==> src/inc/tec_map.vh <==
// Purpose: Register offsets, field positions and reset values of the timer
// Assumes: AXI4-Lite word-aligned registers, 32-bit data
// Notes:   Definitions only
`ifndef TEC_MAP_VH
`define TEC_MAP_VH

`define TEC_OFF_MODE      8'h00
`define TEC_OFF_PRESC     8'h04
`define TEC_OFF_CTRL      8'h08
`define TEC_OFF_COUNT     8'h0C
`define TEC_OFF_PERIOD    8'h10
`define TEC_OFF_WIDTH     8'h14
`define TEC_OFF_STATUS    8'h18
`define TEC_OFF_IRQ_EN    8'h1C
`define TEC_OFF_IRQ_CLR   8'h20

`define TEC_MODE_STOP     2'h0
`define TEC_MODE_FREE     2'h1
`define TEC_MODE_CLR_TRIG 2'h2
`define TEC_MODE_CLR_PER  2'h3

`define TEC_PM_LO         0
`define TEC_PM_HI         1
`define TEC_ES_LO         4
`define TEC_ES_HI         5

`define TEC_CT_TOG_WID    0
`define TEC_CT_TOG_PER    1
`define TEC_CT_OS_EN      2
`define TEC_CT_OS_TRIG    3
`define TEC_CT_EVENT      4
`define TEC_CT_TOE        5

`define TEC_ST_OVF        0
`define TEC_ST_PER        1
`define TEC_ST_WID        2
`define TEC_ST_CAP        3
`define TEC_NSTAT         4

`define TEC_RST_CMP       16'hFFFF
`define TEC_RESP_OKAY     2'h0
`define TEC_RESP_SLVERR   2'h2

`endif

==> src/hdl/tec_edge.v <==
// Purpose: Edge detector with selectable valid edge
// Assumes: Input synchronous to i_clk
// Notes:   Sel 0 falling, 1 rising, 2 none, 3 both
`timescale 1ns/1ns
`include "tec_map.vh"

module tec_edge
(
    input  wire       i_clk,    // System clock
    input  wire       i_rst,    // Sync reset, high
    input  wire       i_pin,    // Pin level
    input  wire [1:0] i_sel,    // Valid edge select
    output wire       o_edge    // One-cycle valid edge pulse
);

    reg prev;   // Pin level one cycle ago

    // Remember last level; reset low so a high pin after reset reads as rising
    always @(posedge i_clk)
    begin
        if (i_rst)
            prev <= 1'b0;
        else
            prev <= i_pin;
    end

    assign o_edge = (i_sel == 2'h0) ? (prev & ~i_pin) :
                    (i_sel == 2'h1) ? (~prev & i_pin) :
                    (i_sel == 2'h3) ? (prev ^ i_pin) : 1'b0;

endmodule

==> src/hdl/tec_timer.v <==
// Purpose: 16-bit timer/event counter with period and width compares
// Assumes: AXI4-Lite slave on i_clk; pins synchronous to i_clk
// Notes:   Count clock is i_clk or the event pin; prescaler not modelled
// Function
// - Period is compare plus one clocks
// - Event count readable from count register
// - Trigger pin restarts counter in one-shot
// - Nonzero mode field starts counting immediately
// - First match may shift one count clock
// - Soft trigger self-clears, reads zero
// - Edge select at prescaler bits 4,5
// - Overflow flag on FFFF to 0000 wrap
//
// Chosen here: the address map and the AXI4-Lite slave port.
`timescale 1ns/1ns
`include "tec_map.vh"

module tec_timer
(
    input  wire        i_clk,                 // 20 MHz system clock
    input  wire        i_rst,                 // Sync reset, high
    input  wire        s_axi_awvalid,         // Write address valid
    output wire        s_axi_awready,         // Write address ready
    input  wire [7:0]  s_axi_awaddr,          // Write byte address
    input  wire        s_axi_wvalid,          // Write data valid
    output wire        s_axi_wready,          // Write data ready
    input  wire [31:0] s_axi_wdata,           // Write data
    input  wire [3:0]  s_axi_wstrb,           // Write byte strobes
    output reg         s_axi_bvalid,          // Write response valid
    input  wire        s_axi_bready,          // Write response ready
    output reg  [1:0]  s_axi_bresp,           // Write response
    input  wire        s_axi_arvalid,         // Read address valid
    output wire        s_axi_arready,         // Read address ready
    input  wire [7:0]  s_axi_araddr,          // Read byte address
    output reg         s_axi_rvalid,          // Read data valid
    input  wire        s_axi_rready,          // Read data ready
    output reg  [31:0] s_axi_rdata,           // Read data
    output reg  [1:0]  s_axi_rresp,           // Read response
    input  wire        i_trigger_capture_pin0,// Trigger / capture / event pin
    input  wire        i_capture_pin1,        // Second capture pin
    output reg         o_timer_out,           // Timer output pin level
    output wire        o_irq                  // Level interrupt
);

    reg  [1:0]  op_mode;              // Operating mode field
    reg  [7:0]  prescaler_mode_reg;   // Edge selects live here
    reg  [5:0]  ctrl;                 // Output and one-shot control
    reg  [15:0] timer_count_reg;      // The counter
    reg  [15:0] period_compare_reg;   // Period compare / capture 0
    reg  [15:0] width_compare_reg;    // Width compare / capture 1
    reg  [`TEC_NSTAT-1:0] status;     // Sticky event flags
    reg  [`TEC_NSTAT-1:0] irq_en;     // Interrupt enables
    reg         os_active;            // One-shot pulse in progress
    reg         aw_held;              // Write address captured
    reg         w_held;               // Write data captured
    reg  [7:0]  aw_addr;              // Captured write address
    reg  [31:0] w_data;               // Captured write data
    reg  [3:0]  w_strb;               // Captured strobes

    wire        trig_edge;            // Valid edge on pin0
    wire        cap1_edge;            // Valid edge on pin1
    wire        cnt_tick;             // Count clock this cycle
    wire        wr_go;                // Register write happens
    wire        running;              // Mode not stop
    wire        oneshot_soft;         // Soft trigger write
    wire        per_match;            // Counter equals period
    wire        wid_match;            // Counter equals width
    wire        restart;              // Clear and start counter
    reg  [`TEC_NSTAT-1:0] next_status;// Flag next state
    reg  [31:0] rd_word;              // Read mux

    // Trigger edge chosen by prescaler bits 4,5
    tec_edge u_trig
    (
        .i_clk  (i_clk),
        .i_rst  (i_rst),
        .i_pin  (i_trigger_capture_pin0),
        .i_sel  (prescaler_mode_reg[`TEC_ES_HI:`TEC_ES_LO]),
        .o_edge (trig_edge)
    );

    // Capture pin 1 uses bits 6,7 of the same register
    tec_edge u_cap1
    (
        .i_clk  (i_clk),
        .i_rst  (i_rst),
        .i_pin  (i_capture_pin1),
        .i_sel  (prescaler_mode_reg[7:6]),
        .o_edge (cap1_edge)
    );

    // Bus handshake: address and data accepted independently
    assign s_axi_awready = ~aw_held & ~s_axi_bvalid;
    assign s_axi_wready  = ~w_held & ~s_axi_bvalid;
    assign s_axi_arready = ~s_axi_rvalid;
    assign wr_go         = aw_held & w_held & ~s_axi_bvalid;

    assign running      = (op_mode != `TEC_MODE_STOP);
    // Event mode counts pin edges, so the count register holds events
    assign cnt_tick     = running & (ctrl[`TEC_CT_EVENT] ? trig_edge : 1'b1);
    assign oneshot_soft = wr_go & (aw_addr == `TEC_OFF_CTRL) & w_strb[0]
                          & w_data[`TEC_CT_OS_TRIG] & ctrl[`TEC_CT_OS_EN];
    assign per_match    = running & (timer_count_reg == period_compare_reg);
    assign wid_match    = running & (timer_count_reg == width_compare_reg);
    // Pin trigger stays live even in soft one-shot: it can fire a stray pulse
    assign restart      = (op_mode == `TEC_MODE_CLR_TRIG) & ~ctrl[`TEC_CT_EVENT]
                          & (trig_edge | oneshot_soft);

    // Write channel capture and response
    always @(posedge i_clk)
    begin
        if (i_rst)
        begin
            aw_held      <= 1'b0;
            w_held       <= 1'b0;
            aw_addr      <= 8'h00;
            w_data       <= 32'h0000_0000;
            w_strb       <= 4'h0;
            s_axi_bvalid <= 1'b0;
            s_axi_bresp  <= `TEC_RESP_OKAY;
        end
        else
        begin
            if (s_axi_awvalid & s_axi_awready)
            begin
                aw_held <= 1'b1;
                aw_addr <= s_axi_awaddr;
            end
            if (s_axi_wvalid & s_axi_wready)
            begin
                w_held <= 1'b1;
                w_data <= s_axi_wdata;
                w_strb <= s_axi_wstrb;
            end
            if (wr_go)
            begin
                aw_held      <= 1'b0;
                w_held       <= 1'b0;
                s_axi_bvalid <= 1'b1;
                // Unmapped or misaligned offsets answer with an error
                s_axi_bresp  <= (aw_addr[1:0] != 2'h0 || aw_addr > `TEC_OFF_IRQ_CLR)
                                ? `TEC_RESP_SLVERR : `TEC_RESP_OKAY;
            end
            else if (s_axi_bready)
                s_axi_bvalid <= 1'b0;
        end
    end

    // Register writes plus captures; bus writes to the compare registers win
    always @(posedge i_clk)
    begin
        if (i_rst)
        begin
            op_mode            <= `TEC_MODE_STOP;
            prescaler_mode_reg <= 8'h00;
            ctrl               <= 6'h00;
            period_compare_reg <= `TEC_RST_CMP;
            width_compare_reg  <= `TEC_RST_CMP;
            irq_en             <= {`TEC_NSTAT{1'b0}};
        end
        else
        begin
            if (wr_go && w_strb[0])
            begin
                case (aw_addr)
                    `TEC_OFF_MODE   : op_mode <= w_data[`TEC_PM_HI:`TEC_PM_LO];
                    `TEC_OFF_PRESC  : prescaler_mode_reg <= w_data[7:0];
                    // Trigger bit never stored, so it reads zero
                    `TEC_OFF_CTRL   : ctrl <= w_data[5:0] & 6'h37;
                    `TEC_OFF_IRQ_EN : irq_en <= w_data[`TEC_NSTAT-1:0];
                    default         : ;
                endcase
            end
            // Compare writes take effect next cycle; no shadow buffering,
            // hence the safe width-update sequence software must follow
            if (wr_go && aw_addr == `TEC_OFF_PERIOD && w_strb[1:0] == 2'h3)
                period_compare_reg <= w_data[15:0];
            else if (running && ~ctrl[`TEC_CT_EVENT] && trig_edge
                     && op_mode == `TEC_MODE_FREE)
                period_compare_reg <= timer_count_reg;   // Capture on pin0
            if (wr_go && aw_addr == `TEC_OFF_WIDTH && w_strb[1:0] == 2'h3)
                width_compare_reg <= w_data[15:0];
            else if (running && cap1_edge && op_mode == `TEC_MODE_FREE
                     && ~ctrl[`TEC_CT_TOG_WID])
                width_compare_reg <= timer_count_reg;    // Capture on pin1
        end
    end

    // Counter: starts on the cycle after the mode write; starts are not
    // aligned to any count-clock phase, so first match can shift a tick
    always @(posedge i_clk)
    begin
        if (i_rst)
            timer_count_reg <= 16'h0000;
        else if (wr_go && aw_addr == `TEC_OFF_MODE && w_data[1:0] == `TEC_MODE_STOP)
            timer_count_reg <= 16'h0000;
        else if (restart)
            timer_count_reg <= 16'h0000;
        else if (cnt_tick)
        begin
            // Period match clears: period is compare plus one ticks
            if (op_mode == `TEC_MODE_CLR_PER && per_match)
                timer_count_reg <= 16'h0000;
            else
                timer_count_reg <= timer_count_reg + 16'h0001;
        end
    end

    // One-shot tracking and output flip-flop
    always @(posedge i_clk)
    begin
        if (i_rst)
        begin
            os_active   <= 1'b0;
            o_timer_out <= 1'b0;
        end
        else if (~ctrl[`TEC_CT_TOE])
        begin
            os_active   <= 1'b0;
            o_timer_out <= 1'b0;
        end
        else if (restart && ctrl[`TEC_CT_OS_EN])
        begin
            os_active   <= 1'b1;
            o_timer_out <= 1'b0;
        end
        else if (cnt_tick)
        begin
            if (ctrl[`TEC_CT_OS_EN])
            begin
                // Pulse rises at width match, ends at period match
                if (os_active && wid_match)
                    o_timer_out <= 1'b1;
                if (os_active && per_match)
                begin
                    o_timer_out <= 1'b0;
                    os_active   <= 1'b0;
                end
            end
            else if (wid_match && ctrl[`TEC_CT_TOG_WID])
                o_timer_out <= ~o_timer_out;
            else if (per_match && ctrl[`TEC_CT_TOG_PER])
                o_timer_out <= ~o_timer_out;
        end
    end

    // Sticky flags: hardware set wins over software clear
    always @*
    begin
        next_status = status;
        if (wr_go && aw_addr == `TEC_OFF_IRQ_CLR && w_strb[0])
            next_status = status & ~w_data[`TEC_NSTAT-1:0];
        if (cnt_tick && timer_count_reg == 16'hFFFF
            && !(op_mode == `TEC_MODE_CLR_PER && per_match && period_compare_reg != 16'hFFFF))
            next_status[`TEC_ST_OVF] = 1'b1;
        if (cnt_tick && per_match)
            next_status[`TEC_ST_PER] = 1'b1;
        if (cnt_tick && wid_match && ctrl[`TEC_CT_TOG_WID])
            next_status[`TEC_ST_WID] = 1'b1;
        if (running && (trig_edge | cap1_edge) && op_mode == `TEC_MODE_FREE)
            next_status[`TEC_ST_CAP] = 1'b1;
    end

    always @(posedge i_clk)
    begin
        if (i_rst)
            status <= {`TEC_NSTAT{1'b0}};
        else
            status <= next_status;
    end

    assign o_irq = |(status & irq_en);

    // Read data mux
    always @*
    begin
        rd_word = 32'h0000_0000;
        case (s_axi_araddr)
            `TEC_OFF_MODE   : rd_word = {30'h0000_0000, op_mode};
            `TEC_OFF_PRESC  : rd_word = {24'h00_0000, prescaler_mode_reg};
            `TEC_OFF_CTRL   : rd_word = {26'h000_0000, ctrl};
            `TEC_OFF_COUNT  : rd_word = {16'h0000, timer_count_reg};
            `TEC_OFF_PERIOD : rd_word = {16'h0000, period_compare_reg};
            `TEC_OFF_WIDTH  : rd_word = {16'h0000, width_compare_reg};
            `TEC_OFF_STATUS : rd_word = {28'h000_0000, status};
            `TEC_OFF_IRQ_EN : rd_word = {28'h000_0000, irq_en};
            default         : rd_word = 32'h0000_0000;
        endcase
    end

    // Read response registered one cycle after address
    always @(posedge i_clk)
    begin
        if (i_rst)
        begin
            s_axi_rvalid <= 1'b0;
            s_axi_rdata  <= 32'h0000_0000;
            s_axi_rresp  <= `TEC_RESP_OKAY;
        end
        else if (s_axi_arvalid & s_axi_arready)
        begin
            s_axi_rvalid <= 1'b1;
            s_axi_rdata  <= rd_word;
            s_axi_rresp  <= (s_axi_araddr[1:0] != 2'h0 || s_axi_araddr > `TEC_OFF_IRQ_CLR)
                            ? `TEC_RESP_SLVERR : `TEC_RESP_OKAY;
        end
        else if (s_axi_rready)
            s_axi_rvalid <= 1'b0;
    end

endmodule

==> config.mk <==
export PLATFORM = sky130hd
export DESIGN_NAME = tec_timer
export DESIGN_NICKNAME = d
export VERILOG_FILES = /design/src/hdl/tec_edge.v /design/src/hdl/tec_timer.v
export VERILOG_INCLUDE_DIRS = /design/src /design/src/inc
export SDC_FILE = /design/constraint.sdc
export NUM_CORES = 1
export LEC_CHECK = 0
export BUFFER_PORTS_ARGS = -buffer_cell sky130_fd_sc_hd__buf_2
export CAP_MARGIN = 20
export CORE_MARGIN = 4
export CORE_UTILIZATION = 57
export DETAILED_ROUTE_END_ITERATION = 16
export GPL_ROUTABILITY_DRIVEN = 0
export PLACE_DENSITY = 0.8
export SLEW_MARGIN = 10
export SYNTH_ARGS = -nofsm -noshare
export SYNTH_HDL_FRONTEND = slang
export SYNTH_SLANG_ARGS = --single-unit
==> constraint.sdc <==
create_clock -name i_clk -period 2.6 [get_ports i_clk]
set_clock_uncertainty 0.2 [all_clocks]
set_input_delay 0.13 -clock i_clk [delete_from_list [all_inputs] [get_ports i_clk]]
set_output_delay 0.13 -clock i_clk [all_outputs]
set_load 0.05 [all_outputs]
==> results of run 1 <==
[worst max path at each step]
stage	start	endpoint	slack, ns
2_1_floorplan	s_axi_bvalid$_SDFFE_PP0P_	timer_count_reg[10]$_SDFFE_PP0P_	0.17
3_3_place_gp	u_trig.prev$_SDFF_PP0_	status[0]$_SDFFE_PP0P_	0.26
3_5_place_dp	u_trig.prev$_SDFF_PP0_	o_timer_out$_SDFFE_PP0P_	0.14
4_1_cts	u_trig.prev$_SDFF_PP0_	o_timer_out$_SDFFE_PP0P_	0.13
5_1_grt	u_trig.prev$_SDFF_PP0_	o_timer_out$_SDFFE_PP0P_	0.01
6_report	s_axi_araddr[6]	s_axi_rdata[12]$_SDFFE_PP0P_	0.06
[worst max-delay path, cell delays in order]
cell	delay, ns
sky130_fd_sc_hd__dlygate4sd3_1	0.54
sky130_fd_sc_hd__buf_2	0.13
sky130_fd_sc_hd__or4_1	0.47
sky130_fd_sc_hd__nor2_1	0.26
sky130_fd_sc_hd__and3_1	0.51
sky130_fd_sc_hd__a22oi_1	0.18
sky130_fd_sc_hd__a311oi_1	0.41
[through the flow]
stage | util (%) | cell area [sq um] | instances
4_1_cts | 70.9 | 7750 | 1043
5_1_grt | 70.9 | 7750 | 1043
2_1_floorplan | - | 6490 | 820
3_5_place_dp | 61.9 | 6770 | 970
6_report | 70.9 | 7750 | 1043
3_3_place_gp | 61.9 | 6770 | 970
[cell usage after synthesis (all sizes together) (2+ instances only)]
| master | number |
|---|---|
| clkbuf | 36 |
| and2 | 3 |
| nand2 | 101 |
| nor4b | 2 |
| nor4 | 3 |
| nor3b | 3 |
| a221oi | 2 |
| a21o | 3 |
| xor2 | 14 |
| and4 | 3 |
| mux2 | 4 |
| a31oi | 4 |
| a22oi | 19 |
| mux2i | 39 |
| nor3 | 10 |
| a222oi | 2 |
| a311oi | 7 |
| nor2b | 5 |
| inv | 17 |
| or4 | 2 |
| o21ai | 64 |
| ha | 5 |
| nor2 | 92 |
| nand4 | 13 |
| buf | 42 |
| a21oi | 66 |
| o22ai | 4 |
| or3 | 5 |
| nand3 | 12 |
| xnor2 | 32 |
| dfxtp | 123 |
| and3 | 13 |
| nand2b | 35 |
[power breakdown]
part           internal (mW)  switching [mW]  total (mW)
combinational          0.158           0.304       0.462
clock                   1.33           0.937        2.27
sequential              1.93          0.0482        1.98
total                   3.42            1.29        4.71
[layout by cell type, fill, tap and decap left out, types with 12 or more instances in the layout]
master,synthesis,layout
sky130_fd_sc_hd__dfxtp_1,123,123
sky130_fd_sc_hd__nand2_1,101,101
sky130_fd_sc_hd__nor2_1,85,85
sky130_fd_sc_hd__buf_2,18,67
sky130_fd_sc_hd__a21oi_1,66,66
sky130_fd_sc_hd__o21ai_0,64,63
sky130_fd_sc_hd__dlygate4sd3_1,0,41
sky130_fd_sc_hd__mux2i_1,39,39
sky130_fd_sc_hd__nand2b_1,35,35
sky130_fd_sc_hd__xnor2_1,32,32
sky130_fd_sc_hd__a22oi_1,19,19
sky130_fd_sc_hd__buf_4,20,19
sky130_fd_sc_hd__conb_1,1,18
sky130_fd_sc_hd__inv_1,17,17
sky130_fd_sc_hd__clkbuf_16,0,17
sky130_fd_sc_hd__xor2_1,14,14
sky130_fd_sc_hd__and3_1,13,13
sky130_fd_sc_hd__nand4_1,13,13
sky130_fd_sc_hd__nand3_1,12,12
[per-layer routing]
layer / GRT usage, % / routed length, microns / vias up / share of wire (%)
li1: - / - / 2898 / -
met1: 37.8 / 7500 / 2918 / 39
met2: 49.5 / 9140 / 401 / 47
met3: 7.72 / 1970 / 76 / 10
met4: 13.9 / 695 / 0 / 3.6
met5: 0 / 0 / - / 0
[layout make-up]
type                    instances  area, sq um
well taps                     140          175
clock inverters                14          139
multi-input cells             602         3550
inverters                      17         63.8
repair buffers                129          928
fillers                       784         3180
flip-flops and latches        123         2460
clock buffers                  18          429
[logic make-up (layout without fill, tap and decap cells)]
kind of cell / count (synthesis) / after routing / share of synthesized area [%]
mux: 43 / 43 / 6.78
flops: 123 / 123 / 38.3
simple gates: 306 / 306 / 22.8
other cells: 1 / 18 / 0.0584
fa+ha+maj: 5 / 5 / 0.974
buf+inv: 95 / 178 / 7.44
xor+xnor: 46 / 46 / 6.27
compound gates: 184 / 184 / 17.4
[timing repair]
item                                   CTS  global route
setup endpoints to repair                0             2
hold buffers                            41             0
resized for setup                        0             1
endpoints found under the hold margin   34             0
==> flow_metrics.tcl, run 1 <==
set metrics [dict create \
    min_path_cells 4 \
    wl_per_cell_microns 18.5 \
    timing.critical_path.fanout_max 10 \
    finalPower_mw 4.71 \
    grt_pass1_vias 6206 \
    fp.dieW_microns 114 \
    fin_ws_ns 0.0616 \
    clk-insertion-delay-late_ns 0.42 \
    clk_pin_slew_worst_paths_ns 0.06 \
    grt_setup_unrepaired "no" \
    reg2reg_slack_ns 0.13 \
    tightestPinTransition_ns 0.913 \
    ctsLongestPathBuffers 2 \
    viasPerCell 6.03 \
    crit_path_start_kind "primary input" \
    postSynthCellCount 803 \
    status "completed" \
    maxSlewViolCount 0 \
    num_vias 6293 \
    setup_tns_ns 0 \
    reg2reg_depth 7 \
    grt_start_max_net_pins 107 \
    peakVddDrop_mv 0.561 \
    first_pass_grt_wire_length_microns 31400 \
    pwr_density_cell_nw_per_um2 607 \
    core-area_sq_um 10900 \
    layout-area-overhead-vs-synth_pct 20.7 \
    timing_hold_violations_final 0 \
    ios 104 \
    finalWirelength_microns 19300 \
    yosys_register_bits 123 \
    drc 0 \
    fin_hold_ws_ns 0.0265 \
    drive_gt1_share_pct 15.2 \
    yosys_warnings 0 \
    cts-buffers-inserted 17 \
    antenna-diode-count 0 \
    dp_slack_ns 0.142 \
    postSynthAreaPerCell_sq_um 8.00 \
    drt_pre_antenna_iters 6 \
    fin_nets 956 \
    grt_remaining_overflow 0 \
    place.port_buffers 67 \
    clkSinkCount 123 \
    synth.top_cell.area_share_pct 38.3 \
    synth_enable_flop_cells 0 \
    cp.arrival_ns 2.63 \
    timing.rr.start "timer_count_reg[11]$_SDFFE_PP0P_" \
    grt_use_total_pct 30.4 \
    cts_post_setup_buffers_inserted 0 \
    power.leakage_nw 3.23 \
    synth.distinct_cells 59 \
    num_rows 38 \
    initialDrtViolationCount 726 \
    dieArea_sq_um 13000 \
    required_ns 2.69 \
    max_cap_viol_count 0 \
    clock-root-buffer "sky130_fd_sc_hd__clkbuf_16" \
    ys.flop_type "sky130_fd_sc_hd__dfxtp_1" \
    synthTopCellsByArea "sky130_fd_sc_hd__dfxtp_1, sky130_fd_sc_hd__mux2i_1, sky130_fd_sc_hd__nand2_1" \
    initial_standard_cell_utilization_of_the_core_pct 58.7 \
    max-slew-margin-rel_pct 39.0 \
    fmax_ghz 0.394 \
    number_of_antenna_violations_at_the_first_check_in_global_routing 0 \
    reg2reg_to "o_timer_out$_SDFFE_PP0P_" \
    ant_nets 0 \
    synthArstFlopShare_pct 0 \
    setup_viol 0 \
    period_minus_slack_ns 2.54 \
    synth_top_cell_by_area "sky130_fd_sc_hd__dfxtp_1" \
    seq_area_frac_synth_pct 38.3 \
    crit_path_end_kind "flop" \
    worst_hold_path_type "in -> reg" \
    worstHoldStart "s_axi_araddr[5]" \
    dpl.hpwl_microns 12300 \
    critical_path_class "in -> reg" \
    mappedNetlistArea_sq_um 6420 \
    clock_tree_from_tritoncts "done" \
    die_height_microns 114 \
    holdPathEnd "s_axi_rresp[1]$_SDFFE_PP0P_" \
    cts-htree-levels 4 \
    final.period_utilization_pct 97.6 \
]
Power figures use the tool's default switching activity.
==> inputs of run 2 (changes only) <==
--- a/config.mk
+++ b/config.mk
@@ -12,7 +12,7 @@
 export CORE_UTILIZATION = 57
 export DETAILED_ROUTE_END_ITERATION = 16
 export GPL_ROUTABILITY_DRIVEN = 0
-export PLACE_DENSITY = 0.8
+export PLACE_DENSITY_LB_ADDON = 0.08
 export SLEW_MARGIN = 10
 export SYNTH_ARGS = -nofsm -noshare
 export SYNTH_HDL_FRONTEND = slang
==> flow_metrics.tcl, run 2 (synthesis results as in run 1) <==
set metrics [dict create \
    maxSlewViolCount 0 \
    critical_path_class "reg -> reg" \
    fin_hold_ws_ns 0.111 \
    num_vias 6119 \
    clock-root-buffer "sky130_fd_sc_hd__clkbuf_16" \
    dpl.hpwl_microns 12800 \
    wl_per_cell_microns 18.4 \
    timing.rr.start "aw_addr[0]$_SDFFE_PP0P_" \
    final_common_cell "sky130_fd_sc_hd__dfxtp_1" \
    clk_pin_slew_worst_paths_ns 0.06 \
    setup_tns_ns 0 \
    grt_pass1_vias 5902 \
    holdPathEnd "s_axi_rdata[1]$_SDFFE_PP0P_" \
    timing_hold_violations_final 0 \
    initial_standard_cell_utilization_of_the_core_pct 58.7 \
    first_pass_grt_wire_length_microns 30500 \
    grt_setup_unrepaired "no" \
    antenna-diode-count 0 \
    reg2reg_to "timer_count_reg[10]$_SDFFE_PP0P_" \
    fin_ws_ns 0.156 \
    grt_util_met2_pct 48.2 \
    most-common-layout-cells "sky130_fd_sc_hd__dfxtp_1, sky130_fd_sc_hd__nand2_1, sky130_fd_sc_hd__nor2_1, sky130_fd_sc_hd__buf_2, sky130_fd_sc_hd__a21oi_1" \
    clk-insertion-delay-late_ns 0.42 \
    ant_nets 0 \
    required_ns 2.71 \
    number_of_antenna_violations_at_the_first_check_in_global_routing 0 \
    min_path_cells 5 \
    cts-htree-levels 4 \
    globalRouteMet3Util_pct 8.30 \
    power.leakage_nw 3.29 \
    crit_path_end_kind "flop" \
    status "completed" \
    initialDrtViolationCount 573 \
    ctsLongestPathBuffers 2 \
    drc 0 \
    peakVddDrop_mv 0.599 \
    worst_hold_path_type "in -> reg" \
    timing.critical_path.fanout_max 14 \
    fin_nets 961 \
    grt_remaining_overflow 0 \
    pwr_density_cell_nw_per_um2 633 \
    gr-usage-met1_pct 38.6 \
    drive_gt1_share_pct 15.9 \
    clkSinkCount 123 \
    grt_start_max_net_pins 48 \
    layout-area-overhead-vs-synth_pct 22.4 \
    final.fill_count 847 \
    viasPerCell 5.84 \
    max-slew-margin-rel_pct 43.3 \
    tightestPinTransition_ns 0.849 \
    finalWirelength_microns 19300 \
    setup_viol 0 \
    grt_most_used_layer "met2" \
    crit_path_start_kind "flop" \
    final.period_utilization_pct 94.0 \
    clock_tree_from_tritoncts "done" \
    dieArea_sq_um 13000 \
    die_height_microns 114 \
    worstHoldStart "s_axi_araddr[2]" \
    max_cap_viol_count 0 \
    reg2reg_slack_ns 0.16 \
    cts-buffers-inserted 17 \
    drt_pre_antenna_iters 5 \
    period_minus_slack_ns 2.44 \
    place.port_buffers 67 \
    reg2reg_depth 7 \
    num_rows 38 \
    core-area_sq_um 10900 \
    dp_slack_ns 0.150 \
    cp.arrival_ns 2.55 \
    ios 104 \
    fp.dieW_microns 114 \
    fmax_ghz 0.409 \
    grt_use_total_pct 30.2 \
]
==> run 2: layout make-up <==
type	count	area [sq um]	area share, %
clock buffer	18	439	5.58
tap	140	175	2.23
inverter	17	63.8	0.811
sequential	123	2470	31.4
clock inverter	14	194	2.47
multi-input combinational	602	3560	45.3
timing repair buffer	134	963	12.2
==> run 2: worst max path at each step <==
stage	from	endpoint	slack, ns	cells after the start
after floorplan	s_axi_bvalid$_SDFFE_PP0P_	timer_count_reg[10]$_SDFFE_PP0P_	0.17	10
after global routing	s_axi_bvalid$_SDFFE_PP0P_	period_compare_reg[15]$_SDFFE_PP1P_	0.04	8
after detailed placement	timer_count_reg[0]$_SDFFE_PP0P_	o_timer_out$_SDFFE_PP0P_	0.15	7
after CTS	timer_count_reg[0]$_SDFFE_PP0P_	o_timer_out$_SDFFE_PP0P_	0.11	7
final	aw_addr[0]$_SDFFE_PP0P_	timer_count_reg[10]$_SDFFE_PP0P_	0.16	7
after global placement	aw_addr[0]$_SDFFE_PP0P_	timer_count_reg[8]$_SDFFE_PP0P_	0.22	7
==> run 2: power by group <==
| part | total, mW | switching [mW] | internal, mW |
|---|---|---|---|
| logic | 0.467 | 0.305 | 0.161 |
| clock network | 2.54 | 0.904 | 1.63 |
| registers | 1.97 | 0.0447 | 1.93 |
| total | 4.98 | 1.25 | 3.72 |
==> run 2: repair_timing <==
| action | 4_1_cts | 5_1_grt |
|---|---|---|
| setup endpoints to repair | 0 | 4 |
| endpoints found under the hold margin | 46 | 0 |
| setup buffers | 0 | 0 |
| hold buffers | 45 | 0 |
| gates resized for setup | 0 | 6 |
==> run 2: worst max-delay path, stage by stage, from the launching register on <==
cell	delay, ns
sky130_fd_sc_hd__dfxtp_1	0.32
sky130_fd_sc_hd__or3_1	0.40
sky130_fd_sc_hd__nor3b_1	0.38
sky130_fd_sc_hd__and2_4	0.24
sky130_fd_sc_hd__a31oi_4	0.09
sky130_fd_sc_hd__o41ai_4	0.35
sky130_fd_sc_hd__a21o_4	0.26
sky130_fd_sc_hd__nor2_1	0.08
==> run 2: through the flow <==
step / cell area [sq um] / total power, mW / util (%) / cells
3_5_place_dp: 6770 / 2.41 / 61.9 / 971
6_report: 7870 / 4.98 / 71.9 / 1048
5_1_grt: 7870 / 5.12 / 71.9 / 1048
4_1_cts: 7850 / 4.98 / 71.8 / 1048
3_3_place_gp: 6770 / 2.40 / 61.9 / 971
2_1_floorplan: 6490 / 2.32 / - / 820
==> run 2: per-layer routing <==
layer	up-vias	share of wire [%]
met3	46	8.3
met4	0	2.8
met1	2882	41
li1	2913	-
met2	278	47
met5	-	0
==> inputs of run 3 (changes only) <==
--- a/config.mk
+++ b/config.mk
@@ -8,8 +8,10 @@
 export LEC_CHECK = 0
 export BUFFER_PORTS_ARGS = -buffer_cell sky130_fd_sc_hd__buf_2
 export CAP_MARGIN = 20
+export CELL_PAD_IN_SITES_DETAIL_PLACEMENT = 1
+export CELL_PAD_IN_SITES_GLOBAL_PLACEMENT = 2
 export CORE_MARGIN = 4
-export CORE_UTILIZATION = 57
+export CORE_UTILIZATION = 33
 export DETAILED_ROUTE_END_ITERATION = 16
 export GPL_ROUTABILITY_DRIVEN = 0
 export PLACE_DENSITY_LB_ADDON = 0.08
==> flow_metrics.tcl, run 3 (synthesis results as in run 1) <==
set metrics [dict create \
    grt_setup_unrepaired "no" \
    first_pass_grt_wire_length_microns 36200 \
    power.leakage_nw 3.30 \
    timing.critical_path.fanout_max 14 \
    final-seq-area_sq_um 2460 \
    clkSinkCount 123 \
    worst_hold_path_type "in -> reg" \
    power.share.sequential_pct 40.5 \
    num_rows 50 \
    final.period_utilization_pct 93.7 \
    multiInputGateArea_sq_um 3560 \
    finalWirelength_microns 23400 \
    ios 104 \
    clk_pin_slew_worst_paths_ns 0.06 \
    initialDrtViolationCount 313 \
    timing_hold_violations_final 0 \
    clock-root-buffer "sky130_fd_sc_hd__clkbuf_16" \
    max_cap_viol_count 0 \
    power_frac_comb_pct 9.5 \
    crit_path_end_kind "flop" \
    power_report.internal_total_mw 3.54 \
    dieArea_sq_um 21800 \
    place.port_buffers 67 \
    fin_hold_ws_ns 0.0197 \
    clock_tree_from_tritoncts "done" \
    core-area_sq_um 19000 \
    clk-insertion-delay-late_ns 0.43 \
    fp.dieW_microns 148 \
    die_height_microns 148 \
    grt_pass1_vias 6279 \
    clock_power_share_pct 50.0 \
    most-common-layout-cells "sky130_fd_sc_hd__dfxtp_1, sky130_fd_sc_hd__nand2_1, sky130_fd_sc_hd__nor2_1, sky130_fd_sc_hd__buf_2, sky130_fd_sc_hd__a21oi_1" \
    pwr_density_cell_nw_per_um2 611 \
    antenna-diode-count 0 \
    timing.rr.start "aw_addr[0]$_SDFFE_PP0P_" \
    ant_nets 0 \
    fin_nets 967 \
    fmax_ghz 0.411 \
    peakVddDrop_mv 0.363 \
    design_area_sq_um 8000 \
    max-slew-margin-rel_pct 43.8 \
    status "completed" \
    final_common_cell "sky130_fd_sc_hd__dfxtp_1" \
    fin_ws_ns 0.165 \
    sw_frac_of_total_pct 27.6 \
    cp.arrival_ns 2.55 \
    period_minus_slack_ns 2.44 \
    initial_standard_cell_utilization_of_the_core_pct 33.9 \
    layout-area-overhead-vs-synth_pct 24.6 \
    wl_per_cell_microns 19.9 \
    dp_slack_ns 0.0402 \
    drive_gt1_share_pct 17.4 \
    cts-htree-levels 4 \
    drt_pre_antenna_iters 7 \
    ctsLongestPathBuffers 2 \
    drc 0 \
    grt_use_total_pct 21.6 \
    crit_path_max_incr_delay_ns 0.42 \
    post_dp_cell_area_sq_um 7070 \
    critical_path_class "reg -> reg" \
    final.fill_count 2314 \
    grt_start_max_net_pins 107 \
    finalCoreUtilization_pct 42.2 \
    setup_tns_ns 0 \
    maxSlewViolCount 0 \
    crit_path_start_kind "flop" \
    worstHoldStart "s_axi_awvalid" \
    cts_post_setup_buffers_inserted 0 \
    number_of_antenna_violations_at_the_first_check_in_global_routing 0 \
    viasPerCell 5.20 \
    worstPathCellList "or3_1 -> nor3b_1 -> and2_4 -> a31oi_4 -> o41ai_4 -> a21o_4 -> nor2_1" \
    required_ns 2.71 \
    p_sw_mw 1.35 \
    cp_slowest_cell "sky130_fd_sc_hd__or3_1" \
    critical_path.startpoint "aw_addr[0]$_SDFFE_PP0P_" \
    cts-buffers-inserted 17 \
    num_vias 6110 \
    setup_viol 0 \
    tightestPinTransition_ns 0.841 \
    dpl.hpwl_microns 16800 \
    grt_remaining_overflow 0 \
]
run 3: cell types whose count changed in the layout (fill, tap and decap cells not counted), sizes merged:
cell	delta
buf	+18
inv	+3
clkinv	-1
bufinv	-2
dlygate4sd3	-12
run 3: critical path: cells and delay by family, from the launching register on:
kind | cells | cell delay [ns]
AND/OR/NAND/NOR | 4 | 1.07
AO/OA/AOI/OAI | 3 | 0.71
flip-flops | 1 | 0.32
run 3: routing by layer:
layer / wire length, microns / track usage (%) / vias up
met1: 10900 / 28.7 / 3022
met4: 509 / 7.32 / 0
li1: - / - / 2923
met3: 950 / 3.99 / 36
met2: 11100 / 35.3 / 129
met5: 0 / 0 / -
run 3: path summary, 6_finish.rpt:
path | endpoint | slack, ns | depth (start not counted)
worst max-delay path | timer_count_reg[8]$_SDFFE_PP0P_ | 0.16 | 7
worst min-delay path | aw_addr[7]$_SDFFE_PP0P_ | 0.02 | 4
worst max register to register | timer_count_reg[8]$_SDFFE_PP0P_ | 0.16 | 7
worst min register to register | aw_addr[1]$_SDFFE_PP0P_ | 0.28 | 2
run 3: final cells by class:
class	instances	share of cell area, %
Clock inverter	14	1.99
Tap cell	260	4.07
Sequential cell	123	30.8
Inverter	17	0.797
Timing Repair Buffer	140	12.4
Clock buffer	18	5.49
Multi-Input combinational cell	602	44.5
run 3: repair_timing:
item	in CTS	in global routing
gates resized for setup	0	3
setup endpoints to repair	0	4
hold buffers	33	0
hold endpoints to repair	33	0
run 3: power by group through the flow:
stage          sequential [mW]  clock [mW]  combinational, mW
6_report                  1.98        2.45              0.464
5_1_grt                   1.98        2.58              0.503
2_1_floorplan             2.04           0              0.281
4_1_cts                   1.98        2.50              0.468
3_5_place_dp              2.02           0              0.429
3_3_place_gp              2.02           0              0.421
run 3: stage by stage:
step | instances | total power, mW
CTS | 1174 | 4.95
finish | 1174 | 4.89
global route | 1174 | 5.06
floorplan | 820 | 2.32
detailed placement | 1109 | 2.45
global placement | 1109 | 2.44
